==> config.mk <==
export PLATFORM = sky130hd
export DESIGN_NAME = usart_break_handshake_spi_mode
export DESIGN_NICKNAME = d
export VERILOG_FILES = /design/src/inc/usart_pkg.sv /design/src/logic/pin_sync.sv /design/src/logic/usart_break_handshake_spi_mode.sv
export VERILOG_INCLUDE_DIRS = /design/src /design/src/inc
export SDC_FILE = /design/constraint.sdc
export NUM_CORES = 1
export LEC_CHECK = 0
export BUFFER_PORTS_ARGS = -buffer_cell sky130_fd_sc_hd__clkbuf_2
export CAP_MARGIN = 5
export CORE_ASPECT_RATIO = 1.1
export CORE_UTILIZATION = 65
export DETAILED_ROUTE_END_ITERATION = 16
export PLACE_DENSITY = 0.89
export SLEW_MARGIN = 20
export SYNTH_ARGS = -nofsm -noshare
export SYNTH_HDL_FRONTEND = slang
export SYNTH_SLANG_ARGS = --single-unit
==> constraint.sdc <==
create_clock -name clock_i -period 11.1 [get_ports clock_i]
set_input_delay 0.555 -clock clock_i [delete_from_list [all_inputs] [get_ports clock_i]]
set_output_delay 0.555 -clock clock_i [all_outputs]
set_load 0.01 [all_outputs]
==> src/inc/usart_params.svh <==
// Named constants for the serial transceiver: mode codes, counts, levels.
`ifndef USART_PARAMS_SVH
`define USART_PARAMS_SVH
`define MODE_HANDSHAKE 4'h2
`define MODE_SPI_MASTER 4'hE
`define MODE_SPI_SLAVE 4'hF
`define CLKSEL_DIV 2'h1
`define CLKSEL_EXT 2'h3
`define PRESCALE_LAST 3'h7
`define OS_LAST 4'hF
`define OS_MID 4'h7
`define OS_NONE 4'h0
`define CHAR_LEN_BASE 4'h5
`define CHAR_LEN_NINE 4'h9
`define DATA_BITS_MAX 4'h9
`define END_BRK_LAST 2'h1
`define LINE_IDLE 1'b1
`define DIV_ONE 16'h0001
`endif

==> src/inc/usart_pkg.sv <==
// Types shared by the serial transceiver: states, configuration, state record.
package usart_pkg;

  // Receiver states for asynchronous and synchronous framing.
  typedef enum logic [4:0] {
    RX_IDLE  = 5'b00001,
    RX_START = 5'b00010,
    RX_DATA  = 5'b00100,
    RX_STOP  = 5'b01000,
    RX_BREAK = 5'b10000
  } rx_state_t;

  // Transmitter states for asynchronous and synchronous framing.
  typedef enum logic [5:0] {
    TX_IDLE   = 6'b000001,
    TX_START  = 6'b000010,
    TX_DATA   = 6'b000100,
    TX_PARITY = 6'b001000,
    TX_STOP   = 6'b010000,
    TX_BREAK  = 6'b100000
  } tx_state_t;

  // Shared shift engine states in the SPI modes.
  typedef enum logic [2:0] {
    SPI_IDLE  = 3'b001,
    SPI_LEAD  = 3'b010,
    SPI_TRAIL = 3'b100
  } spi_state_t;

  // Static configuration that software sets up before enabling the unit.
  typedef struct packed {
    logic [3:0] mode;
    logic [1:0] clock_source_select;
    logic clock_output_enable;
    logic [15:0] clock_divisor;
    logic [1:0] char_length_field;
    logic nine_bit_select;
    logic parity_enable;
    logic sync_mode;
  } usart_cfg_t;

  // Every flip-flop of the transceiver top except the pin synchroniser stages.
  typedef struct packed {
    logic [2:0] pre_cnt;
    logic [15:0] baud_cnt;
    rx_state_t rx_st;
    logic [3:0] rx_cnt;
    logic [3:0] rx_bits;
    logic [8:0] rx_shift;
    logic rx_zero;
    logic [1:0] rx_hi_cnt;
    logic [8:0] rx_data;
    logic rx_valid;
    logic rx_break_flag;
    logic frame_error;
    tx_state_t tx_st;
    logic [3:0] tx_cnt;
    logic [3:0] tx_bits;
    logic [8:0] tx_shift;
    logic tx_par;
    logic brk_pend;
    logic txd;
    logic tx_ready;
    spi_state_t spi_st;
    logic [3:0] spi_bits;
    logic sck;
    logic sck_oe;
    logic rts;
    logic sck_prev;
    logic nss_prev;
  } usart_state_t;

endpackage

==> src/logic/pin_sync.sv <==
// Two flip-flop synchroniser for a group of pins from outside the clock.
module pin_sync #(
  parameter int WIDTH = 1,
  parameter logic [WIDTH-1:0] IDLE_LEVEL = '1
) (
  input wire logic clock_i,
  input wire logic sys_rst_i,
  input wire logic [WIDTH-1:0] async_i,
  output logic [WIDTH-1:0] sync_o
);

  // The first stage is only read by the second stage.
  typedef struct packed {
    logic [WIDTH-1:0] meta;
    logic [WIDTH-1:0] stable;
  } sync_state_t;

  sync_state_t state_reg; // Both stages.
  sync_state_t state_next; // Next value of both stages.

  // Shift the pins through the two stages.
  always_comb begin
    state_next.meta = async_i;
    state_next.stable = state_reg.meta;
  end

  // Reset to the idle level so no false edge is seen at release.
  always_ff @(posedge clock_i) begin
    if (sys_rst_i) begin
      state_reg.meta <= IDLE_LEVEL;
      state_reg.stable <= IDLE_LEVEL;
    end else begin
      state_reg <= state_next;
    end
  end

  assign sync_o = state_reg.stable;

endmodule // pin_sync

==> src/logic/usart_break_handshake_spi_mode.sv <==
// Serial transceiver core: break, RTS/CTS handshake and SPI modes.
//
// Overview of operation
// - Break is all-low character, no framing error.
// - Low stop of break sets flag; clear command clears.
// - End of break after high samples sets flag.
// - Mode value two enables handshake.
// - RTS high if receiver off or buffer full.
// - Enabled receiver drives RTS low.
// - Fresh DMA buffer drops full status, RTS low.
// - Transmitter honours CTS in handshake mode.
// - Mode fourteen: SPI master pin mapping.
// - Mode fifteen: SPI slave pin mapping.
// - SPI baud generator works as synchronous mode.
// - Slave clocks from SCK pin, ignores divisor.
// - Master clocks bits and drives slave select.
// - SPI frames have no framing bits, MSB first.
// - Length from length field or nine-bit select.
`include "usart_params.svh"

module usart_break_handshake_spi_mode (
  input wire logic clock_i,
  input wire logic sys_rst_i,
  input wire usart_pkg::usart_cfg_t cfg_i,
  input wire logic rx_enable_i,
  input wire logic tx_enable_i,
  input wire logic rx_soft_reset_i,
  input wire logic tx_soft_reset_i,
  input wire logic clear_status_cmd_i,
  input wire logic start_break_cmd_i,
  input wire logic stop_break_cmd_i,
  input wire logic rx_buffer_full_i,
  input wire logic [8:0] tx_data_i,
  input wire logic tx_valid_i,
  output logic tx_ready_o,
  output logic [8:0] rx_data_o,
  output logic rx_valid_o,
  output logic rx_break_flag_o,
  output logic frame_error_o,
  input wire logic rxd_i,
  input wire logic cts_i,
  input wire logic sck_i,
  output logic txd_o,
  output logic rts_o,
  output logic sck_o,
  output logic sck_oe_o
);

  ////////////////////////////////////////////////////////////////////////////
  // Pin synchronisation and decoded configuration.

  usart_pkg::usart_state_t state_reg; // All flip-flops of this module but the pin synchroniser stages.
  usart_pkg::usart_state_t state_next; // Their next values.
  logic [2:0] pins_sync; // Synchronised {rxd, cts, sck}.
  logic rxd_s; // Receive line after synchronisation.
  logic cts_s; // CTS or slave select after synchronisation.
  logic sck_s; // SCK pin after synchronisation.
  logic spi_master; // SPI master mode selected.
  logic spi_slave; // SPI slave mode selected.
  logic spi_mode; // Either SPI mode.
  logic handshake; // Hardware handshaking selected.
  logic ext_clk; // SCK pin is the baud source.
  logic pre_en; // Prescaled peripheral clock enable.
  logic baud_wrap; // End of one divisor period.
  logic half_hit; // Middle of one divisor period.
  logic sck_rise; // Rising edge seen on the SCK pin.
  logic sck_fall; // Falling edge seen on the SCK pin.
  logic tick; // Sample or bit enable for the framed modes.
  logic [3:0] char_bits; // Data bits per character.
  logic [3:0] os_last; // Last sample index within one bit.
  logic [3:0] rx_total; // Data plus parity bits received.
  logic [8:0] tx_masked; // Transmit data cut to the character length.
  logic [8:0] tx_msb_aligned; // Transmit data with its MSB at bit 8.
  logic tx_accept; // A transmit word is taken this cycle.

  // All three pins idle high so reset shows no false edge.
  pin_sync #(
    .WIDTH(3),
    .IDLE_LEVEL(3'h7)
  ) u_pin_sync (
    .clock_i(clock_i),
    .sys_rst_i(sys_rst_i),
    .async_i({rxd_i, cts_i, sck_i}),
    .sync_o(pins_sync)
  );

  assign rxd_s = pins_sync[2];
  assign cts_s = pins_sync[1];
  assign sck_s = pins_sync[0];
  assign handshake = (cfg_i.mode == `MODE_HANDSHAKE);
  assign spi_master = (cfg_i.mode == `MODE_SPI_MASTER);
  assign spi_slave = (cfg_i.mode == `MODE_SPI_SLAVE);
  assign spi_mode = spi_master | spi_slave;
  // The slave never uses the divisor; the master must not pick SCK.
  assign ext_clk = (cfg_i.clock_source_select == `CLKSEL_EXT) & ~spi_master;
  // Nine-bit select overrides the length field.
  assign char_bits = cfg_i.nine_bit_select ? `CHAR_LEN_NINE :
    4'(`CHAR_LEN_BASE + {2'h0, cfg_i.char_length_field});
  // Asynchronous bits take sixteen samples; synchronous bits take one.
  assign os_last = cfg_i.sync_mode ? `OS_NONE : `OS_LAST;
  assign rx_total = 4'(char_bits + {3'h0, cfg_i.parity_enable});
  assign tx_masked = tx_data_i & 9'((9'h001 << char_bits) - 9'h001);
  assign tx_msb_aligned = 9'(tx_masked << (`DATA_BITS_MAX - char_bits));
  assign tx_accept = state_reg.tx_ready & tx_valid_i;

  ////////////////////////////////////////////////////////////////////////////
  // Baud rate generator, shared by framed and SPI master modes.

  // A divisor of zero stops the generator.
  assign pre_en = (cfg_i.clock_source_select != `CLKSEL_DIV) |
    (state_reg.pre_cnt == `PRESCALE_LAST);
  assign baud_wrap = pre_en & (cfg_i.clock_divisor != 16'h0000) &
    (state_reg.baud_cnt >= cfg_i.clock_divisor - `DIV_ONE);
  // Odd divisors give an uneven SCK; software keeps them even.
  assign half_hit = pre_en &
    (state_reg.baud_cnt == (cfg_i.clock_divisor >> 1) - `DIV_ONE);
  assign sck_rise = sck_s & ~state_reg.sck_prev;
  assign sck_fall = ~sck_s & state_reg.sck_prev;
  assign tick = ext_clk ? sck_rise : baud_wrap;

  ////////////////////////////////////////////////////////////////////////////
  // Next-state logic for the whole transceiver.

  always_comb begin
    state_next = state_reg;
    state_next.rx_valid = 1'b0;
    state_next.sck_prev = sck_s;
    state_next.nss_prev = cts_s;
    // Generator counters.
    if (cfg_i.clock_source_select == `CLKSEL_DIV) begin
      state_next.pre_cnt = 3'(state_reg.pre_cnt + 3'h1);
    end else begin
      state_next.pre_cnt = 3'h0;
    end
    if (baud_wrap) begin
      state_next.baud_cnt = 16'h0000;
    end else if (pre_en) begin
      state_next.baud_cnt = 16'(state_reg.baud_cnt + 16'h0001);
    end
    // Clear first, so a set in the same cycle below wins.
    if (clear_status_cmd_i) begin
      state_next.rx_break_flag = 1'b0;
      state_next.frame_error = 1'b0;
    end
    // Break requests are remembered until the line can take them.
    if (start_break_cmd_i) begin
      state_next.brk_pend = 1'b1;
    end
    if (stop_break_cmd_i) begin
      state_next.brk_pend = 1'b0;
    end

    // Framed receiver; held idle in SPI modes or when disabled.
    if (spi_mode || !rx_enable_i || rx_soft_reset_i) begin
      state_next.rx_st = usart_pkg::RX_IDLE;
    end else if (tick) begin
      case (state_reg.rx_st)
        usart_pkg::RX_IDLE: begin
          if (!rxd_s) begin
            state_next.rx_bits = 4'h0;
            state_next.rx_shift = 9'h000;
            state_next.rx_zero = 1'b1;
            state_next.rx_cnt = cfg_i.sync_mode ? 4'h0 : 4'h1;
            state_next.rx_st = cfg_i.sync_mode ? usart_pkg::RX_DATA :
              usart_pkg::RX_START;
          end
        end
        usart_pkg::RX_START: begin
          // A start bit must still be low at mid-bit, else it was a glitch.
          if (state_reg.rx_cnt == `OS_MID) begin
            state_next.rx_cnt = 4'h0;
            state_next.rx_st = rxd_s ? usart_pkg::RX_IDLE :
              usart_pkg::RX_DATA;
          end else begin
            state_next.rx_cnt = 4'(state_reg.rx_cnt + 4'h1);
          end
        end
        usart_pkg::RX_DATA: begin
          if (state_reg.rx_cnt == os_last) begin
            state_next.rx_cnt = 4'h0;
            state_next.rx_zero = state_reg.rx_zero & ~rxd_s;
            if (state_reg.rx_bits < char_bits) begin
              state_next.rx_shift = {rxd_s, state_reg.rx_shift[8:1]};
            end
            state_next.rx_bits = 4'(state_reg.rx_bits + 4'h1);
            if (4'(state_reg.rx_bits + 4'h1) == rx_total) begin
              state_next.rx_st = usart_pkg::RX_STOP;
            end
          end else begin
            state_next.rx_cnt = 4'(state_reg.rx_cnt + 4'h1);
          end
        end
        usart_pkg::RX_STOP: begin
          if (state_reg.rx_cnt != os_last) begin
            state_next.rx_cnt = 4'(state_reg.rx_cnt + 4'h1);
          end else if (rxd_s) begin
            state_next.rx_data = 9'(state_reg.rx_shift >>
              (`DATA_BITS_MAX - char_bits));
            state_next.rx_valid = 1'b1;
            state_next.rx_st = usart_pkg::RX_IDLE;
          end else if (state_reg.rx_zero) begin
            // All-zero character with low stop: a break, not an error.
            state_next.rx_break_flag = 1'b1;
            state_next.rx_hi_cnt = 2'h0;
            state_next.rx_st = usart_pkg::RX_BREAK;
          end else begin
            state_next.frame_error = 1'b1;
            state_next.rx_st = usart_pkg::RX_IDLE;
          end
        end
        usart_pkg::RX_BREAK: begin
          // Two high sixteenths end the break; one sample when synchronous.
          if (!rxd_s) begin
            state_next.rx_hi_cnt = 2'h0;
          end else if (cfg_i.sync_mode ||
                       state_reg.rx_hi_cnt == `END_BRK_LAST) begin
            state_next.rx_break_flag = 1'b1;
            state_next.rx_st = usart_pkg::RX_IDLE;
          end else begin
            state_next.rx_hi_cnt = 2'(state_reg.rx_hi_cnt + 2'h1);
          end
        end
        default: begin
          state_next.rx_st = usart_pkg::RX_IDLE;
        end
      endcase
    end

    // Framed transmitter; held idle in SPI modes or on soft reset.
    if (spi_mode || tx_soft_reset_i) begin
      state_next.tx_st = usart_pkg::TX_IDLE;
      if (!spi_mode) begin
        state_next.txd = `LINE_IDLE;
        state_next.brk_pend = 1'b0;
      end
    end else begin
      case (state_reg.tx_st)
        usart_pkg::TX_IDLE: begin
          // Idle means the last character is out, so a break may start.
          if (state_reg.brk_pend) begin
            state_next.txd = 1'b0;
            state_next.brk_pend = 1'b0;
            state_next.tx_st = usart_pkg::TX_BREAK;
          end else if (tx_accept) begin
            state_next.tx_shift = tx_masked;
            state_next.tx_par = ^tx_masked;
            state_next.tx_bits = 4'h0;
            state_next.tx_cnt = 4'h0;
            state_next.txd = 1'b0;
            state_next.tx_st = usart_pkg::TX_START;
          end else begin
            state_next.txd = `LINE_IDLE;
          end
        end
        usart_pkg::TX_BREAK: begin
          if (stop_break_cmd_i) begin
            state_next.txd = `LINE_IDLE;
            state_next.tx_st = usart_pkg::TX_IDLE;
          end
        end
        default: begin
          if (tick) begin
            state_next.tx_cnt = (state_reg.tx_cnt == os_last) ? 4'h0 :
              4'(state_reg.tx_cnt + 4'h1);
          end
          if (tick && state_reg.tx_cnt == os_last) begin
            case (state_reg.tx_st)
              usart_pkg::TX_START: begin
                state_next.txd = state_reg.tx_shift[0];
                state_next.tx_st = usart_pkg::TX_DATA;
              end
              usart_pkg::TX_DATA: begin
                state_next.tx_bits = 4'(state_reg.tx_bits + 4'h1);
                state_next.tx_shift = {1'b0, state_reg.tx_shift[8:1]};
                if (4'(state_reg.tx_bits + 4'h1) != char_bits) begin
                  state_next.txd = state_reg.tx_shift[1];
                end else if (cfg_i.parity_enable) begin
                  state_next.txd = state_reg.tx_par;
                  state_next.tx_st = usart_pkg::TX_PARITY;
                end else begin
                  state_next.txd = `LINE_IDLE;
                  state_next.tx_st = usart_pkg::TX_STOP;
                end
              end
              usart_pkg::TX_PARITY: begin
                state_next.txd = `LINE_IDLE;
                state_next.tx_st = usart_pkg::TX_STOP;
              end
              default: begin
                state_next.tx_st = usart_pkg::TX_IDLE;
              end
            endcase
          end
        end
      endcase
    end

    // SPI shift engine: full duplex, MSB first, no framing bits.
    if (!spi_mode || tx_soft_reset_i || rx_soft_reset_i) begin
      state_next.spi_st = usart_pkg::SPI_IDLE;
    end else if (spi_master) begin
      case (state_reg.spi_st)
        usart_pkg::SPI_IDLE: begin
          state_next.sck = 1'b0;
          if (tx_accept) begin
            state_next.tx_shift = tx_msb_aligned;
            // Restart the generator so the first half bit is full length.
            // The read-back line then has time to cross the synchroniser.
            state_next.baud_cnt = 16'h0000;
            state_next.txd = tx_msb_aligned[8];
            state_next.rx_shift = 9'h000;
            state_next.spi_bits = 4'h0;
            state_next.spi_st = usart_pkg::SPI_LEAD;
          end
        end
        usart_pkg::SPI_LEAD: begin
          if (half_hit) begin
            state_next.sck = 1'b1;
            state_next.rx_shift = {state_reg.rx_shift[7:0], rxd_s};
            state_next.spi_st = usart_pkg::SPI_TRAIL;
          end
        end
        default: begin
          if (baud_wrap) begin
            state_next.sck = 1'b0;
            if (state_reg.spi_bits == 4'(char_bits - 4'h1)) begin
              state_next.rx_data = state_reg.rx_shift;
              state_next.rx_valid = 1'b1;
              state_next.spi_st = usart_pkg::SPI_IDLE;
            end else begin
              state_next.spi_bits = 4'(state_reg.spi_bits + 4'h1);
              state_next.tx_shift = {state_reg.tx_shift[7:0], 1'b0};
              state_next.txd = state_reg.tx_shift[7];
              state_next.spi_st = usart_pkg::SPI_LEAD;
            end
          end
        end
      endcase
    end else if (cts_s) begin
      // Slave deselected: abandon any partial character.
      state_next.spi_st = usart_pkg::SPI_IDLE;
    end else if (state_reg.spi_st == usart_pkg::SPI_IDLE) begin
      // The slave takes its word only when selected; absent data sends 0.
      if (state_reg.nss_prev) begin
        state_next.tx_shift = tx_accept ? tx_msb_aligned : 9'h000;
        state_next.txd = tx_accept ? tx_msb_aligned[8] : 1'b0;
        state_next.rx_shift = 9'h000;
        state_next.spi_bits = 4'h0;
        state_next.spi_st = usart_pkg::SPI_LEAD;
      end
    end else if (sck_rise) begin
      state_next.rx_shift = {state_reg.rx_shift[7:0], rxd_s};
      state_next.spi_st = usart_pkg::SPI_TRAIL;
    end else if (sck_fall && state_reg.spi_st == usart_pkg::SPI_TRAIL) begin
      state_next.tx_shift = {state_reg.tx_shift[7:0], 1'b0};
      state_next.txd = state_reg.tx_shift[7];
      state_next.spi_st = usart_pkg::SPI_LEAD;
      if (state_reg.spi_bits == 4'(char_bits - 4'h1)) begin
        state_next.rx_data = state_reg.rx_shift;
        state_next.rx_valid = 1'b1;
        state_next.spi_bits = 4'h0;
      end else begin
        state_next.spi_bits = 4'(state_reg.spi_bits + 4'h1);
      end
    end

    // Serial clock output: SPI master per bit, synchronous mode free.
    if (!spi_master) begin
      state_next.sck = (cfg_i.sync_mode && !ext_clk) ?
        (half_hit | (state_reg.sck & ~baud_wrap)) : 1'b0;
    end
    state_next.sck_oe = cfg_i.clock_output_enable & ~spi_slave & ~ext_clk;

    // RTS: flow control, slave select, or plain low otherwise.
    if (handshake) begin
      state_next.rts = ~rx_enable_i | rx_buffer_full_i;
    end else if (spi_master) begin
      state_next.rts = (state_next.spi_st == usart_pkg::SPI_IDLE);
    end else begin
      state_next.rts = 1'b0;
    end

    // Ready to take a word; CTS high holds off handshake transmission.
    state_next.tx_ready = tx_enable_i & ~tx_soft_reset_i &
      ~state_next.brk_pend & ~(handshake & cts_s) &
      (spi_mode ? state_next.spi_st == usart_pkg::SPI_IDLE :
       state_next.tx_st == usart_pkg::TX_IDLE);
  end

  ////////////////////////////////////////////////////////////////////////////
  // State register and outputs.

  // Lines reset to their idle levels; slave select reads deselected.
  always_ff @(posedge clock_i) begin
    if (sys_rst_i) begin
      state_reg <= '0;
      state_reg.rx_st <= usart_pkg::RX_IDLE;
      state_reg.tx_st <= usart_pkg::TX_IDLE;
      state_reg.spi_st <= usart_pkg::SPI_IDLE;
      state_reg.txd <= `LINE_IDLE;
      state_reg.rts <= `LINE_IDLE;
      state_reg.sck_prev <= `LINE_IDLE;
      state_reg.nss_prev <= `LINE_IDLE;
    end else begin
      state_reg <= state_next;
    end
  end

  assign tx_ready_o = state_reg.tx_ready;
  assign rx_data_o = state_reg.rx_data;
  assign rx_valid_o = state_reg.rx_valid;
  assign rx_break_flag_o = state_reg.rx_break_flag;
  assign frame_error_o = state_reg.frame_error;
  assign txd_o = state_reg.txd;
  assign rts_o = state_reg.rts;
  assign sck_o = state_reg.sck;
  assign sck_oe_o = state_reg.sck_oe;

endmodule // usart_break_handshake_spi_mode

# Word-level counts from Yosys, hierarchy flattened
# Index checks and enable logic that the tools add are counted.
[classes]
n_bitwise = 38
addsub = 15
muxes = 148
n_lt_le_gt_ge = 2
reduce_logical = 33
shift = 3
n_eq_ne = 55
[ops]
columns = ["cell", "n"]
rows = [
  ["9-bit 2-to-1 mux", 20],
  ["24-bit 2-to-1 mux", 6],
  ["10-bit 2-to-1 mux", 12],
  ["16-bit 2-to-1 mux", 6],
  ["5-bit 2-to-1 mux", 9],
  ["4-bit 2-to-1 mux", 11],
  ["7-bit 2-to-1 mux", 6],
  ["9-bit case mux with 2 select lines", 2],
  ["1-bit 2-to-1 mux", 34],
  ["17-bit case mux with 2 select lines", 1],
  ["6-bit 2-to-1 mux", 5],
  ["14-bit 2-to-1 mux", 2],
  ["14-bit case mux with 2 select lines", 1],
  ["13-bit 2-to-1 mux", 2],
  ["2-bit inequality test (second input constant)", 13],
  ["5-bit case mux with 5 select lines", 1],
  ["23-bit 2-to-1 mux", 1],
  ["4-bit by 1-bit adder with 4-bit output (second input constant)", 5],
  ["2-bit 2-to-1 mux", 10],
  ["18-bit 2-to-1 mux", 1],
  ["3-bit 2-to-1 mux", 6],
  ["6-bit case mux with 3 select lines", 1],
  ["1-bit inverter", 17],
  ["16-bit by 1-bit adder with 16-bit output (second input constant)", 1],
  ["67 further kinds", 121],
]
[word_totals]
in_bits = 51
output_inout_bits = 17
wordCells = 323
ff_bits = 101

# Longest topological paths before layout
# Gate-level depths: netlist (run 1).
[logic_depth]
word_depth = 19
mapped_depth = 17
ltp_nobuf = 15

# Cells and area by module
# A second synthesis (run 1) with hierarchy kept.
[hier_totals]
cells_unflattened = 1115
area_unflattened_um2 = 8339.2
[modules_own_cells]
columns = ["module", "area_per_inst_um2", "seq_area_each_um2", "instances", "cells_per_inst"]
rows = [
  ["usart_break_handshake_spi_mode", 8181.6, 1901.8, 1, 1103],
  ["pin_sync", 157.7, 120.1, 1, 12],
]

# Worst setup path after synthesis (run 1)
# OpenSTA, ideal clock, no wires.
[synth_path]
path_type = "input to register"
from = "input port cfg_i[3] in the netlist's numbering"
to = "register state_reg (netlist bit txd_o)"
t_required_ps = 10963
setup_time_ps = 137
setup_slack_ps = 6735
path_buffers = 3
cell_stages = 17
arrival_time_ps = 4228
path_cell_list = "ha_1 nand2b_1 clkbuf_1 clkbuf_1 ha_1 ha_1 or3b_2 clkbuf_1 ha_1 nor2b_1 mux2_2 nand2_1 a21boi_1 mux4_2 nand2b_1 a22oi_1 o211ai_1"
[synth_via]
elab_chain_cells = 14
elab_cells_between_ends = 27
cone_classes = "4 x add/sub; 2 x eq/ne; 2 x shift; 18 x mux; 1 x bitwise"
[synth_lines]
columns = ["item", "line_no", "rtl"]
rows = [
  ["start, declared", "usart_break_handshake_spi_mode.sv:24", "input wire usart_pkg::usart_cfg_t cfg_i,"],
  ["3-bit by 2-bit adder with 4-bit output (no source line) (*)", "n/a", ""],
  ["4-bit 2-to-1 mux (*)", "usart_break_handshake_spi_mode.sv:97", "assign char_bits = cfg_i.nine_bit_select ? `CHAR_LEN_NINE :"],
  ["parallel branches: the longest is 11 deep, another holds 9-bit by 1-bit subtractor with 9-bit output", "n/a", ""],
  ["1-bit 2-to-1 mux (*)", "usart_break_handshake_spi_mode.sv:299", "if (!spi_mode || tx_soft_reset_i || rx_soft_reset_i) begin"],
  ["end signal, assigned", "usart_break_handshake_spi_mode.sv:405", "state_reg <= state_next;"],
  ["end, declared", "usart_break_handshake_spi_mode.sv:52", "usart_pkg::usart_state_t state_reg;"],
]
# Every way passes the cells marked *.
# A chain may end at the register's enable or synchronous reset.

# Final worst setup path (run 1)
[layout_path]
from = "input port cfg_i[6] in the netlist's numbering"
to = "register state_reg[51] in the netlist's numbering"
[layout_via]
elab_chain_cells = 5
elab_cells_between_ends = 7
cone_classes = "1 x add/sub; 1 x order compare; 1 x mux; 2 x bitwise; 2 x reduce/logical"
[layout_lines]
columns = ["item", "line_no", "rtl"]
rows = [
  ["16-bit by 1-bit subtractor with 16-bit output (no source line) / 16-bit nonzero test (equally long branches)", "n/a", ""],
  ["16-bit >= comparator (no source line) / 1-bit bitwise AND (equally long branches)", "n/a", ""],
  ["1-bit bitwise AND (*)", "usart_break_handshake_spi_mode.sv:112", "assign baud_wrap = pre_en & (cfg_i.clock_divisor != 16'h0000) &"],
  ["1-bit 2-to-1 mux (*)", "usart_break_handshake_spi_mode.sv:119", "assign tick = ext_clk ? sck_rise : baud_wrap;"],
  ["7-bit AND reduction (no source line) (*)", "n/a", ""],
]
# Every way passes the cells marked *; elsewhere a longest branch is shown, timed or not.

==> impl_metrics.tcl, run 1 <==
set metrics [dict create \
    cts_buffer_depth 2 \
    ys_ff_latch 101 \
    start_kind "input port" \
    dr_total_vias 9167 \
    cp.arrival_ns 5.01 \
    clkLatencyLatePin_ns 0.36 \
    ctsHtreeMaxLevel 3 \
    hold_path_class "in -> reg" \
    ctsHoldBuffers 0 \
    synth_ff_type "dfxtp_1" \
    pre_cts_slack_ns 6.14 \
    n_antenna_cell 0 \
    path_cells "clkbuf_2, inv_1, ha_1, nor2b_1, nand3_1, nor2_1, xnor2_1, ha_1, nand4_2, a2111o_1, o32ai_4, o211ai_1, a21oi_2, o2111ai_1, or3_1, a21oi_1" \
    ir_worst_vdd_v 0.0000877 \
    power.density_mw_per_mm2 93.6 \
    cts_tree "built" \
    antenna_found_initial 0 \
    synth_simple_gate_area_share_pct 28.5 \
    synthToLayoutAreaGrowth_pct 6.36 \
    largest_reg_flops 78 \
    place_congestion 1.02 \
    io_buffer_count 67 \
    die_area_mm2 0.0139 \
    synthDistinctLibCells 102 \
    core_area_mm2 0.0132 \
    drt_wl_total_mm 26.0 \
    rsz0062_at_grt "no" \
    hold_ws_ns 0.382 \
    p_leak_uw 0.00340 \
    die_w_um 112 \
    whs_path_depth 2 \
    cts_resized 0 \
    synth_compound_area_share_pct 27.0 \
    status "finished, final reports clean" \
    synthAdderAreaFrac_pct 6.61 \
    maxCapViolCount 0 \
    endpoint_kind "register" \
    r2r_cells 9 \
    ant_nets 0 \
    synth_edf_count 0 \
    synth_area_leaders "dfxtp_1, ha_1, nor2_1" \
    die_h_um 123 \
    synth_area_per_cell_um2 7.68 \
    route.detailed.drc 0 \
    period_needed_ns 4.73 \
    r2r_setup_slack_ns 7.54 \
    gr-usage-all-layers_pct 37.7 \
    tightest_slew_ns 0.997 \
    hold_violations 0 \
    hpwl_mm 19.3 \
    critPathMaxStageDelay_ns 0.65 \
    syn-num-nets 1231 \
    clock_skew_ns 0.0166 \
    synth_top_family_by_area "simple AND/OR/NAND/NOR gates" \
    cp.required_ns 11.38 \
    synth_area_mm2 0.00871 \
    utilization_pct 70.4 \
    globalRoute.totalOverflow 0 \
    drive_above_1_share_pct 12.5 \
    crit_type "in -> reg" \
    yosys.area.top_type "dfxtp_1" \
    wl_per_cell_um 19.7 \
    ys_seq_area_share_pct 23.2 \
    synth-warning-count 0 \
    grt_pass1_vias 8303 \
    synthMuxAreaShare_pct 2.61 \
    grt_first_pass_wirelength_mm 41.5 \
    path_common_cell "ha_1" \
    async_reset_ff_share_pct 0 \
    yosys.area_share.xor_xnor_pct 6.59 \
    slowest_stage "a21oi_2" \
    layout_commonest_cell "nor2_1" \
    cts.reportedPaths.clkPinSlew_ns 0.07 \
    worstPathMaxFanout 16 \
    vias_per_cell 6.95 \
    setup_viol 0 \
    drt_iter0_markers 923 \
    final_cells 1319 \
    cts_buffers 9 \
    postCtsSetupBuffers 0 \
    rows 44 \
    mostFrequentLayoutCells "nor2_1, nand2_1, dfxtp_1, a21oi_1, clkbuf_2" \
    firstDrtPassIters 7 \
    root_buffer "clkbuf_16" \
    fin_nets 1250 \
    initial_core_util_pct 66.2 \
    fin_tns_setup_ns 0 \
    synthesis.instances 1134 \
    finalMaxSlewViolations 0 \
    io_pins 68 \
    synth_top_area_share_pct 23.2 \
    cts.sinks 101 \
    setup_slack_ns 6.37 \
    fmax_ghz 0.212 \
    grt_max_degree 68 \
    fin_crit_sh_pct 42.6 \
    slew_headroom_pct 33.0 \
    numPlacedInstances 1303 \
]
## worst paths after layout
| check | start | endpoint |
|---|---|---|
| worst max-delay path | cfg_i[6] | state_reg[51] |
| worst min register to register | u_pin_sync.state_next[1] | u_pin_sync.sync_o[1] |
| worst max register to register | state_reg[78] | state_reg[51] |
| worst min-delay path | rxd_i | u_pin_sync.state_next[2] |
## cell type report
| class | instances | area (um^2) |
|---|---|---|
| clock buffer | 10 | 239 |
| clock inverter | 6 | 62.6 |
| fill | 1133 | 3890 |
| inverter | 36 | 135 |
| multi-input combinational | 931 | 6220 |
| sequential | 101 | 2020 |
| tap | 161 | 201 |
| timing repair buffer | 74 | 388 |
## metal layers
layer | up-vias | routed length, um | track usage [%]
met1 | 4167 | 10400 | 46.3
met5 | - | 0 | 0
met2 | 593 | 11500 | 60.7
met4 | 0 | 1690 | 25.5
met3 | 155 | 2370 | 6.96
li1 | 4252 | - | -
## power breakdown
group	switching [uW]	internal (uW)	total, uW
Combinational	104	61.2	165
Clock	160	165	324
Sequential	10.0	368	378
## through the flow
step	total power, uW	instance area (um^2)
floorplan	499	8710
global placement	543	8960
detailed placement	545	8960
CTS	864	9260
global route	900	9260
finish	867	9260
## cells in the mapped netlist, types with 8 or more instances
library cell and number:
a21oi_1 88, nor3_1 37, a211oi_1 19, xnor2_1 36
nand3_1 33, ha_1 46, clkbuf_1 43, nor2_1 127
inv_1 33, mux2i_1 16, or2_2 10, a31oi_1 13
buf_4 9, nand2_1 112, dfxtp_1 101, o22ai_1 13
o31ai_1 11, nor2b_1 16, or3_1 9, o21ai_0 42
and3_1 17, nor4_1 12, o21a_1 8, xor2_1 27
nand4_1 21, nand2b_1 20, o211ai_1 14, and2_1 9
a22oi_1 8
## logic make-up (layout without fill, tap and decap cells)
kind of cell / count (synthesis) / after routing
multiplexers: 20 / 20
adder cells (fa/ha/maj): 46 / 46
other: 1 / 1
XOR/XNOR: 64 / 64
AND/OR/NAND/NOR: 477 / 477
buffers and inverters: 102 / 126
AO/OA/AOI/OAI: 323 / 323
flip-flops: 101 / 101
## critical path: cells and delay by family
| kind | cells | cell delay (ns) |
|---|---|---|
| buffers and inverters | 2 | 0.23 |
| and+or+nand+nor | 5 | 1.46 |
| AOI/OAI and AO/OA | 6 | 2.10 |
| adders and majority gates | 2 | 0.55 |
| xor gates and xnor gates | 1 | 0.09 |
(Power assumes the default switching activity.)
==> inputs of run 2 (changes only) <==
CORE_UTILIZATION = 62   (was 65)
PLACE_DENSITY = 0.86   (was 0.89)
clock period = 4.4 ns   (was 11.1 ns; I/O delays follow)
==> run 2 against run 1 <==
Sequential power grew to 2.5 times the previous value; design area is 2.1% higher; final cell count is 3.6% higher; wire length is 2.4% higher; clock skew is 0.0065 ns lower; count of clock-buffer cells in the layout is 1 lower; first-iteration DRC count is 9.0% higher; utilization is 1.6 points lower; critical path depth is 2 higher; die area is 4.8% higher; combinational power grew to 2.6 times the previous value; non-clock buffer count is 23 higher; largest power group unchanged.
==> impl_metrics.tcl, run 2 (synthesis results as in run 1) <==
set metrics [dict create \
    cp_num_cells 18 \
    cts.sinks 101 \
    ir_worst_vdd_v 0.000219 \
    clock_skew_ns 0.0101 \
    firstDrtPassIters 6 \
    path_cells "clkbuf_2, inv_1, ha_1, nand3_1, nor3_1, buf_4, nand3_1, xor2_1, ha_1, a21oi_1, a21boi_0, nor4_4, a211oi_4, buf_4, o21ai_1, o221ai_1, a2111oi_0, a41o_1" \
    r2r_cells 11 \
    clkPwrFrac_pct 37.2 \
    root_buffer "clkbuf_16" \
    synthToLayoutAreaGrowth_pct 8.56 \
    vias_per_cell 6.63 \
    route.detailed.drc 0 \
    fin_tns_setup_ns 0 \
    globalRoute.totalOverflow 0 \
    sw_frac_of_total_pct 30.4 \
    slowest_stage "a2111oi_0" \
    postCtsSetupBuffers 0 \
    crit_type "in -> reg" \
    drive_above_1_share_pct 14.1 \
    fmax_ghz 0.253 \
    slew_headroom_pct 39.4 \
    maxCapViolCount 0 \
    cp.required_ns 4.70 \
    ctsHoldBuffers 0 \
    gr-usage-all-layers_pct 37.6 \
    die_w_um 115 \
    endpoint "tx_ready_o" \
    busiest_layer "met2" \
    drt_iter0_markers 1006 \
    met2_usage_pct 61.4 \
    critPathMaxStageDelay_ns 0.60 \
    p_leak_uw 0.00351 \
    cp.arrival_ns 4.25 \
    cts_tree "built" \
    final_cell_area_mm2 0.00946 \
    grt_util_met3_pct 4.63 \
    p_int_uw 1530 \
    grt_pass1_vias 8448 \
    cts_buffer_depth 2 \
    r2r_setup_slack_ns 0.92 \
    rows 45 \
    fin_crit_sh_pct 89.7 \
    fin_nets 1273 \
    switchingPower_uw 669 \
    hold_path_class "in -> reg" \
    core_area_mm2 0.0137 \
    clkLatencyLatePin_ns 0.36 \
    dpl_cell_area_mm2 0.00917 \
    multi_input_area_mm2 0.00622 \
    endpoint_kind "register" \
    hpwl_mm 20.3 \
    cts_resized 0 \
    die_h_um 126 \
    io_pins 68 \
    numPlacedInstances 1353 \
    combPwrFrac_pct 19.5 \
    place_congestion 1.03 \
    mostFrequentLayoutCells "nor2_1, nand2_1, dfxtp_1, a21oi_1, clkbuf_2" \
    wl_per_cell_um 19.5 \
    path_buf_inv 4 \
    drt_wl_total_mm 26.7 \
    seq_power_share_pct 43.3 \
    setup_viol 0 \
    cts_buffers 9 \
    worst_r2r_endpoint "tx_ready_o" \
    initial_core_util_pct 63.4 \
    power.density_mw_per_mm2 233 \
    critPathTopFamily "compound AO/OA/AOI/OAI gates" \
    worstPathMaxFanout 8 \
    hold_ws_ns 0.0388 \
    ant_nets 0 \
    finalMaxSlewViolations 0 \
    status "finished, final reports clean" \
    n_fill_cell 1230 \
    start_kind "input port" \
    layout_commonest_cell "nor2_1" \
    period_needed_ns 3.95 \
    tightest_slew_ns 0.900 \
    met1_usage_pct 48.1 \
    crit_path_start "cfg_i[6]" \
    die_area_mm2 0.0145 \
    hold_violations 0 \
    grt_first_pass_wirelength_mm 43.1 \
    ctsHtreeMaxLevel 3 \
    io_buffer_count 67 \
    regArea_mm2 0.00202 \
    dr_total_vias 9060 \
    cts.reportedPaths.clkPinSlew_ns 0.07 \
    antenna_found_initial 0 \
    n_antenna_cell 0 \
    reg2reg_from "state_reg[76]" \
    largest_reg_flops 78 \
    grt_max_degree 48 \
    rsz0062_at_grt "no" \
    final_cells 1367 \
]
==> run 2: power groups by stage <==
stage / clock (uW) / sequential, uW / combinational (uW)
finish: 818 / 953 / 428
global route: 860 / 955 / 465
CTS: 822 / 952 / 419
detailed placement: 0 / 973 / 416
global placement: 0 / 972 / 409
floorplan: 0 / 962 / 295
==> run 2: worst register-to-register path, stage by stage, from the launching register on <==
cell	delay, ns
dfxtp_1	0.47
inv_1	0.08
ha_1	0.28
nand2b_1	0.18
a2111oi_4	0.46
o32a_2	0.31
a211oi_4	0.08
buf_4	0.21
o21ai_1	0.44
o221ai_1	0.17
a2111oi_0	0.60
a41o_1	0.15
==> run 2: layout make-up <==
cell class	count	share of cell area [%]
clock buffers	9	2.38
repair buffers	97	5.93
well taps	188	2.49
flip-flops and latches	101	21.4
inverters	36	1.43
multi-input cells	931	65.7
clock inverters	5	0.648
==> run 2: routing by layer <==
metal,share of wire (%),vias to the layer above
li1,-,4284
met1,41,4169
met2,46,501
met3,8.4,106
met4,4.7,0
met5,0,-
==> run 2: through the flow <==
stage / power [uW] / util [%] / setup slack (ns)
floorplan: 1260 / - / 0.370
global placement: 1380 / 66.7 / 0.189
detailed placement: 1390 / 66.7 / 0.112
CTS: 2190 / 68.8 / 0.465
global route: 2280 / 68.8 / 0.212
finish: 2200 / 68.8 / 0.451
==> run 2: worst min-delay path by stage <==
stage                              from                       end  depth (start not counted)  slack (ns)
2_1_floorplan                     sck_i  u_pin_sync.state_next[0]                          1        0.32
5_1_grt                           cts_i  u_pin_sync.state_next[1]                          2        0.05
3_3_place_gp   u_pin_sync.state_next[2]      u_pin_sync.sync_o[2]                          1        0.39
4_1_cts                           cts_i  u_pin_sync.state_next[1]                          2        0.04
6_report                          cts_i  u_pin_sync.state_next[1]                          2        0.04
3_5_place_dp   u_pin_sync.state_next[2]      u_pin_sync.sync_o[2]                          1        0.39
==> inputs of run 3 (changes only) <==
ABC_AREA = 1   (was unset)
CTS_BUF_LIST = sky130_fd_sc_hd__clkbuf_8 sky130_fd_sc_hd__clkbuf_16   (was unset)
==> run 3 against run 2 <==
Setup slack gained 0.13 ns; critical path depth grew 4; clock skew is essentially flat; non-clock buffer count shrank 21; design area grew 2.2%; power shrank 0.34%; sequential share of layout area shrank 0.45 points; critical path type unchanged; critical endpoint is now state_reg[54]; largest power group unchanged.
==> impl_metrics.tcl, run 3 <==
set metrics [dict create \
    slowest_stage "nor2_1" \
    die_area_mm2 0.0150 \
    synth_compound_area_share_pct 20.4 \
    synth_ff_type "dfxtp_1" \
    min_from "sck_i" \
    globalRoute.totalOverflow 0 \
    synth_top_family_by_area "simple AND/OR/NAND/NOR gates" \
    power.density_mw_per_mm2 227 \
    fin_nets 1557 \
    cts_resized 0 \
    mostFrequentLayoutCells "nand2_1, inv_1, nor2_1, a21oi_1, o21ai_0" \
    fin_crit_sh_pct 86.9 \
    fin_tns_setup_ns 0 \
    path_common_cell "nand2_1" \
    seq_power_share_pct 43.9 \
    sw_frac_of_total_pct 32.8 \
    rsz0062_at_grt "no" \
    synth_simple_gate_area_share_pct 31.9 \
    synth_edf_count 0 \
    grt_first_pass_wirelength_mm 41.7 \
    grt_pass1_vias 8854 \
    dr_total_vias 9749 \
    cp.arrival_ns 4.05 \
    cts_buffer_depth 2 \
    path_cells "clkbuf_2, inv_1, ha_1, nand4_2, nor4_1, and2_1, xor2_1, inv_1, ha_1, nand2_1, nor3_1, nand2_1, nand2_1, nand3_1, nand2_2, nand2_1, nor2_1, o21ai_0, nand2_1, o21ai_1, nand2_1, a21oi_1" \
    ant_nets 0 \
    p_leak_uw 0.00444 \
    utilization_pct 68.9 \
    whs_path_depth 2 \
    critPathTopFamily "simple AND/OR/NAND/NOR gates" \
    io_buffer_count 67 \
    route.detailed.drc 0 \
    maxCapViolCount 0 \
    ys_seq_area_share_pct 22.4 \
    hold_violations 0 \
    synth_area_per_cell_um2 6.34 \
    hold_path_class "in -> reg" \
    place_congestion 0.963 \
    async_reset_ff_share_pct 0 \
    path_buf_inv 3 \
    critPathMaxStageDelay_ns 0.50 \
    n_antenna_cell 0 \
    postCtsSetupBuffers 0 \
    synthToLayoutAreaGrowth_pct 7.07 \
    synthMuxAreaShare_pct 0.222 \
    finalMaxSlewViolations 0 \
    clkPwrFrac_pct 34.4 \
    io_pins 68 \
    crit_type "in -> reg" \
    core_area_mm2 0.0140 \
    tightest_slew_ns 1.05 \
    worst_r2r_endpoint "state_reg[54]" \
    drt_iter0_markers 1160 \
    pre_cts_slack_ns 0.262 \
    final_cells 1653 \
    syn-num-nets 1519 \
    cts.reportedPaths.clkPinSlew_ns 0.07 \
    ctsHoldBuffers 0 \
    r2r_cells 17 \
    synth-warning-count 0 \
    fmax_ghz 0.262 \
    switchingPower_uw 719 \
    status "finished, final reports clean" \
    synth_top_area_share_pct 22.4 \
    p_int_uw 1470 \
    setup_slack_ns 0.578 \
    rows 45 \
    layout_commonest_cell "nand2_1" \
    slew_headroom_pct 29.9 \
    grt_max_degree 56 \
    cp.required_ns 4.62 \
    clkLatencyLatePin_ns 0.37 \
    synth_area_leaders "dfxtp_1, nand2_1, inv_1" \
    period_needed_ns 3.82 \
    ys_ff_latch 101 \
    ys_top_cells_by_count "nand2_1, inv_1, nor2_1" \
    ctsHtreeMaxLevel 3 \
    die_h_um 129 \
    synth_area_mm2 0.00902 \
    cts_tree "built" \
    yosys.area.top_type "dfxtp_1" \
    ir_worst_vdd_v 0.000200 \
    yosysMostFrequentCell "nand2_1" \
    die_w_um 117 \
    largest_reg_flops 78 \
    firstDrtPassIters 7 \
    antenna_found_initial 0 \
    initial_core_util_pct 64.4 \
    synthesis.instances 1422 \
    clock_skew_ns 0.0101 \
    hold_ws_ns 0.0279 \
    wl_per_cell_um 15.5 \
    gr-usage-all-layers_pct 35.1 \
    yosys.area_share.xor_xnor_pct 7.28 \
    synthAdderAreaFrac_pct 6.38 \
    worstPathMaxFanout 10 \
    synthDistinctLibCells 64 \
    cts_buffers 9 \
    drive_above_1_share_pct 10.2 \
    numPlacedInstances 1637 \
    setup_viol 0 \
    crit_path_start "cfg_i[6]" \
    reg2reg_from "state_reg[76]" \
    drt_wl_total_mm 25.7 \
    min_to "u_pin_sync.state_next[0]" \
    endpoint_kind "register" \
    hpwl_mm 19.5 \
    combPwrFrac_pct 21.7 \
    start_kind "input port" \
    cts.sinks 101 \
    r2r_setup_slack_ns 1.52 \
    vias_per_cell 5.90 \
    root_buffer "clkbuf_16" \
]
[run 3: cell types whose count changed after synthesis, moves of 16 or more]
cell      delta
clkbuf_1    -16
and3_1      -16
nand2b_1    -20
inv_1      +162
xor2_1      +20
nand3_1     +35
nand2_1    +197
a21oi_1     +18
o21ai_0     +62
nor2b_1     -16
[run 3: worst max path at each step]
| stage | cells past startpoint | to | slack (ns) |
|---|---|---|---|
| 6_report | 22 | state_reg[54] | 0.58 |
| 5_1_grt | 22 | state_reg[54] | 0.30 |
| 4_1_cts | 22 | state_reg[54] | 0.64 |
| 3_5_place_dp | 22 | state_reg[54] | 0.26 |
| 3_3_place_gp | 20 | state_reg[53] | 0.49 |
| 2_1_floorplan | 24 | state_reg[20] | 0.91 |
[run 3: cells by family (layout without fill, tap and decap cells)]
| kind of cell | Yosys count | count (layout) |
|---|---|---|
| AOI/OAI and AO/OA | 310 | 310 |
| xor gates and xnor gates | 75 | 75 |
| buffers and inverters | 253 | 296 |
| DFF | 101 | 101 |
| muxes | 2 | 2 |
| adders and majority gates | 46 | 46 |
| and+or+nand+nor | 634 | 634 |
| other | 1 | 1 |
[run 3: worst register-to-register path: stages, from the launching register on]
cell and delay (ns):
dfxtp_1 0.43, inv_1 0.07, ha_1 0.28, nand4_1 0.12
nor2_1 0.11, nor2_1 0.05, nand2_1 0.06, nand2_1 0.05
nand2_1 0.09, nand3_1 0.10, nand2_2 0.20, nand2_1 0.11
nor2_1 0.50, o21ai_0 0.26, nand2_1 0.11, o21ai_1 0.07
nand2_1 0.07, a21oi_1 0.06
[run 3: routing by layer]
layer  GRT usage (%)  part of all wire (%)  up-vias
li1                -                     -     4780
met3            5.46                   9.2       77
met4            17.0                   3.3        0
met5               0                     0        -
met2            57.1                    47      505
met1            45.1                    41     4387
[run 3: power by group through the flow]
stage	clock, uW	sequential (uW)	combinational [uW]
floorplan	0	974	338
global placement	0	981	450
detailed placement	0	981	462
CTS	756	960	466
global route	789	964	527
finish	755	961	476
[run 3: area by class of cell]
class	instances	area (um^2)
Multi-Input combinational cell	1068	5970
Fill cell	1222	4360
Sequential cell	101	2020
Inverter	204	768
Timing Repair Buffer	76	403
Tap cell	188	235
Clock buffer	9	225
Clock inverter	7	36.3
[run 3: through the flow]
step                      total power, uW  area [um^2]
after detailed placement             1440         9400
final                                2190         9660
after floorplan                      1310         9020
after CTS                            2180         9660
after global routing                 2280         9660
after global placement               1430         9400
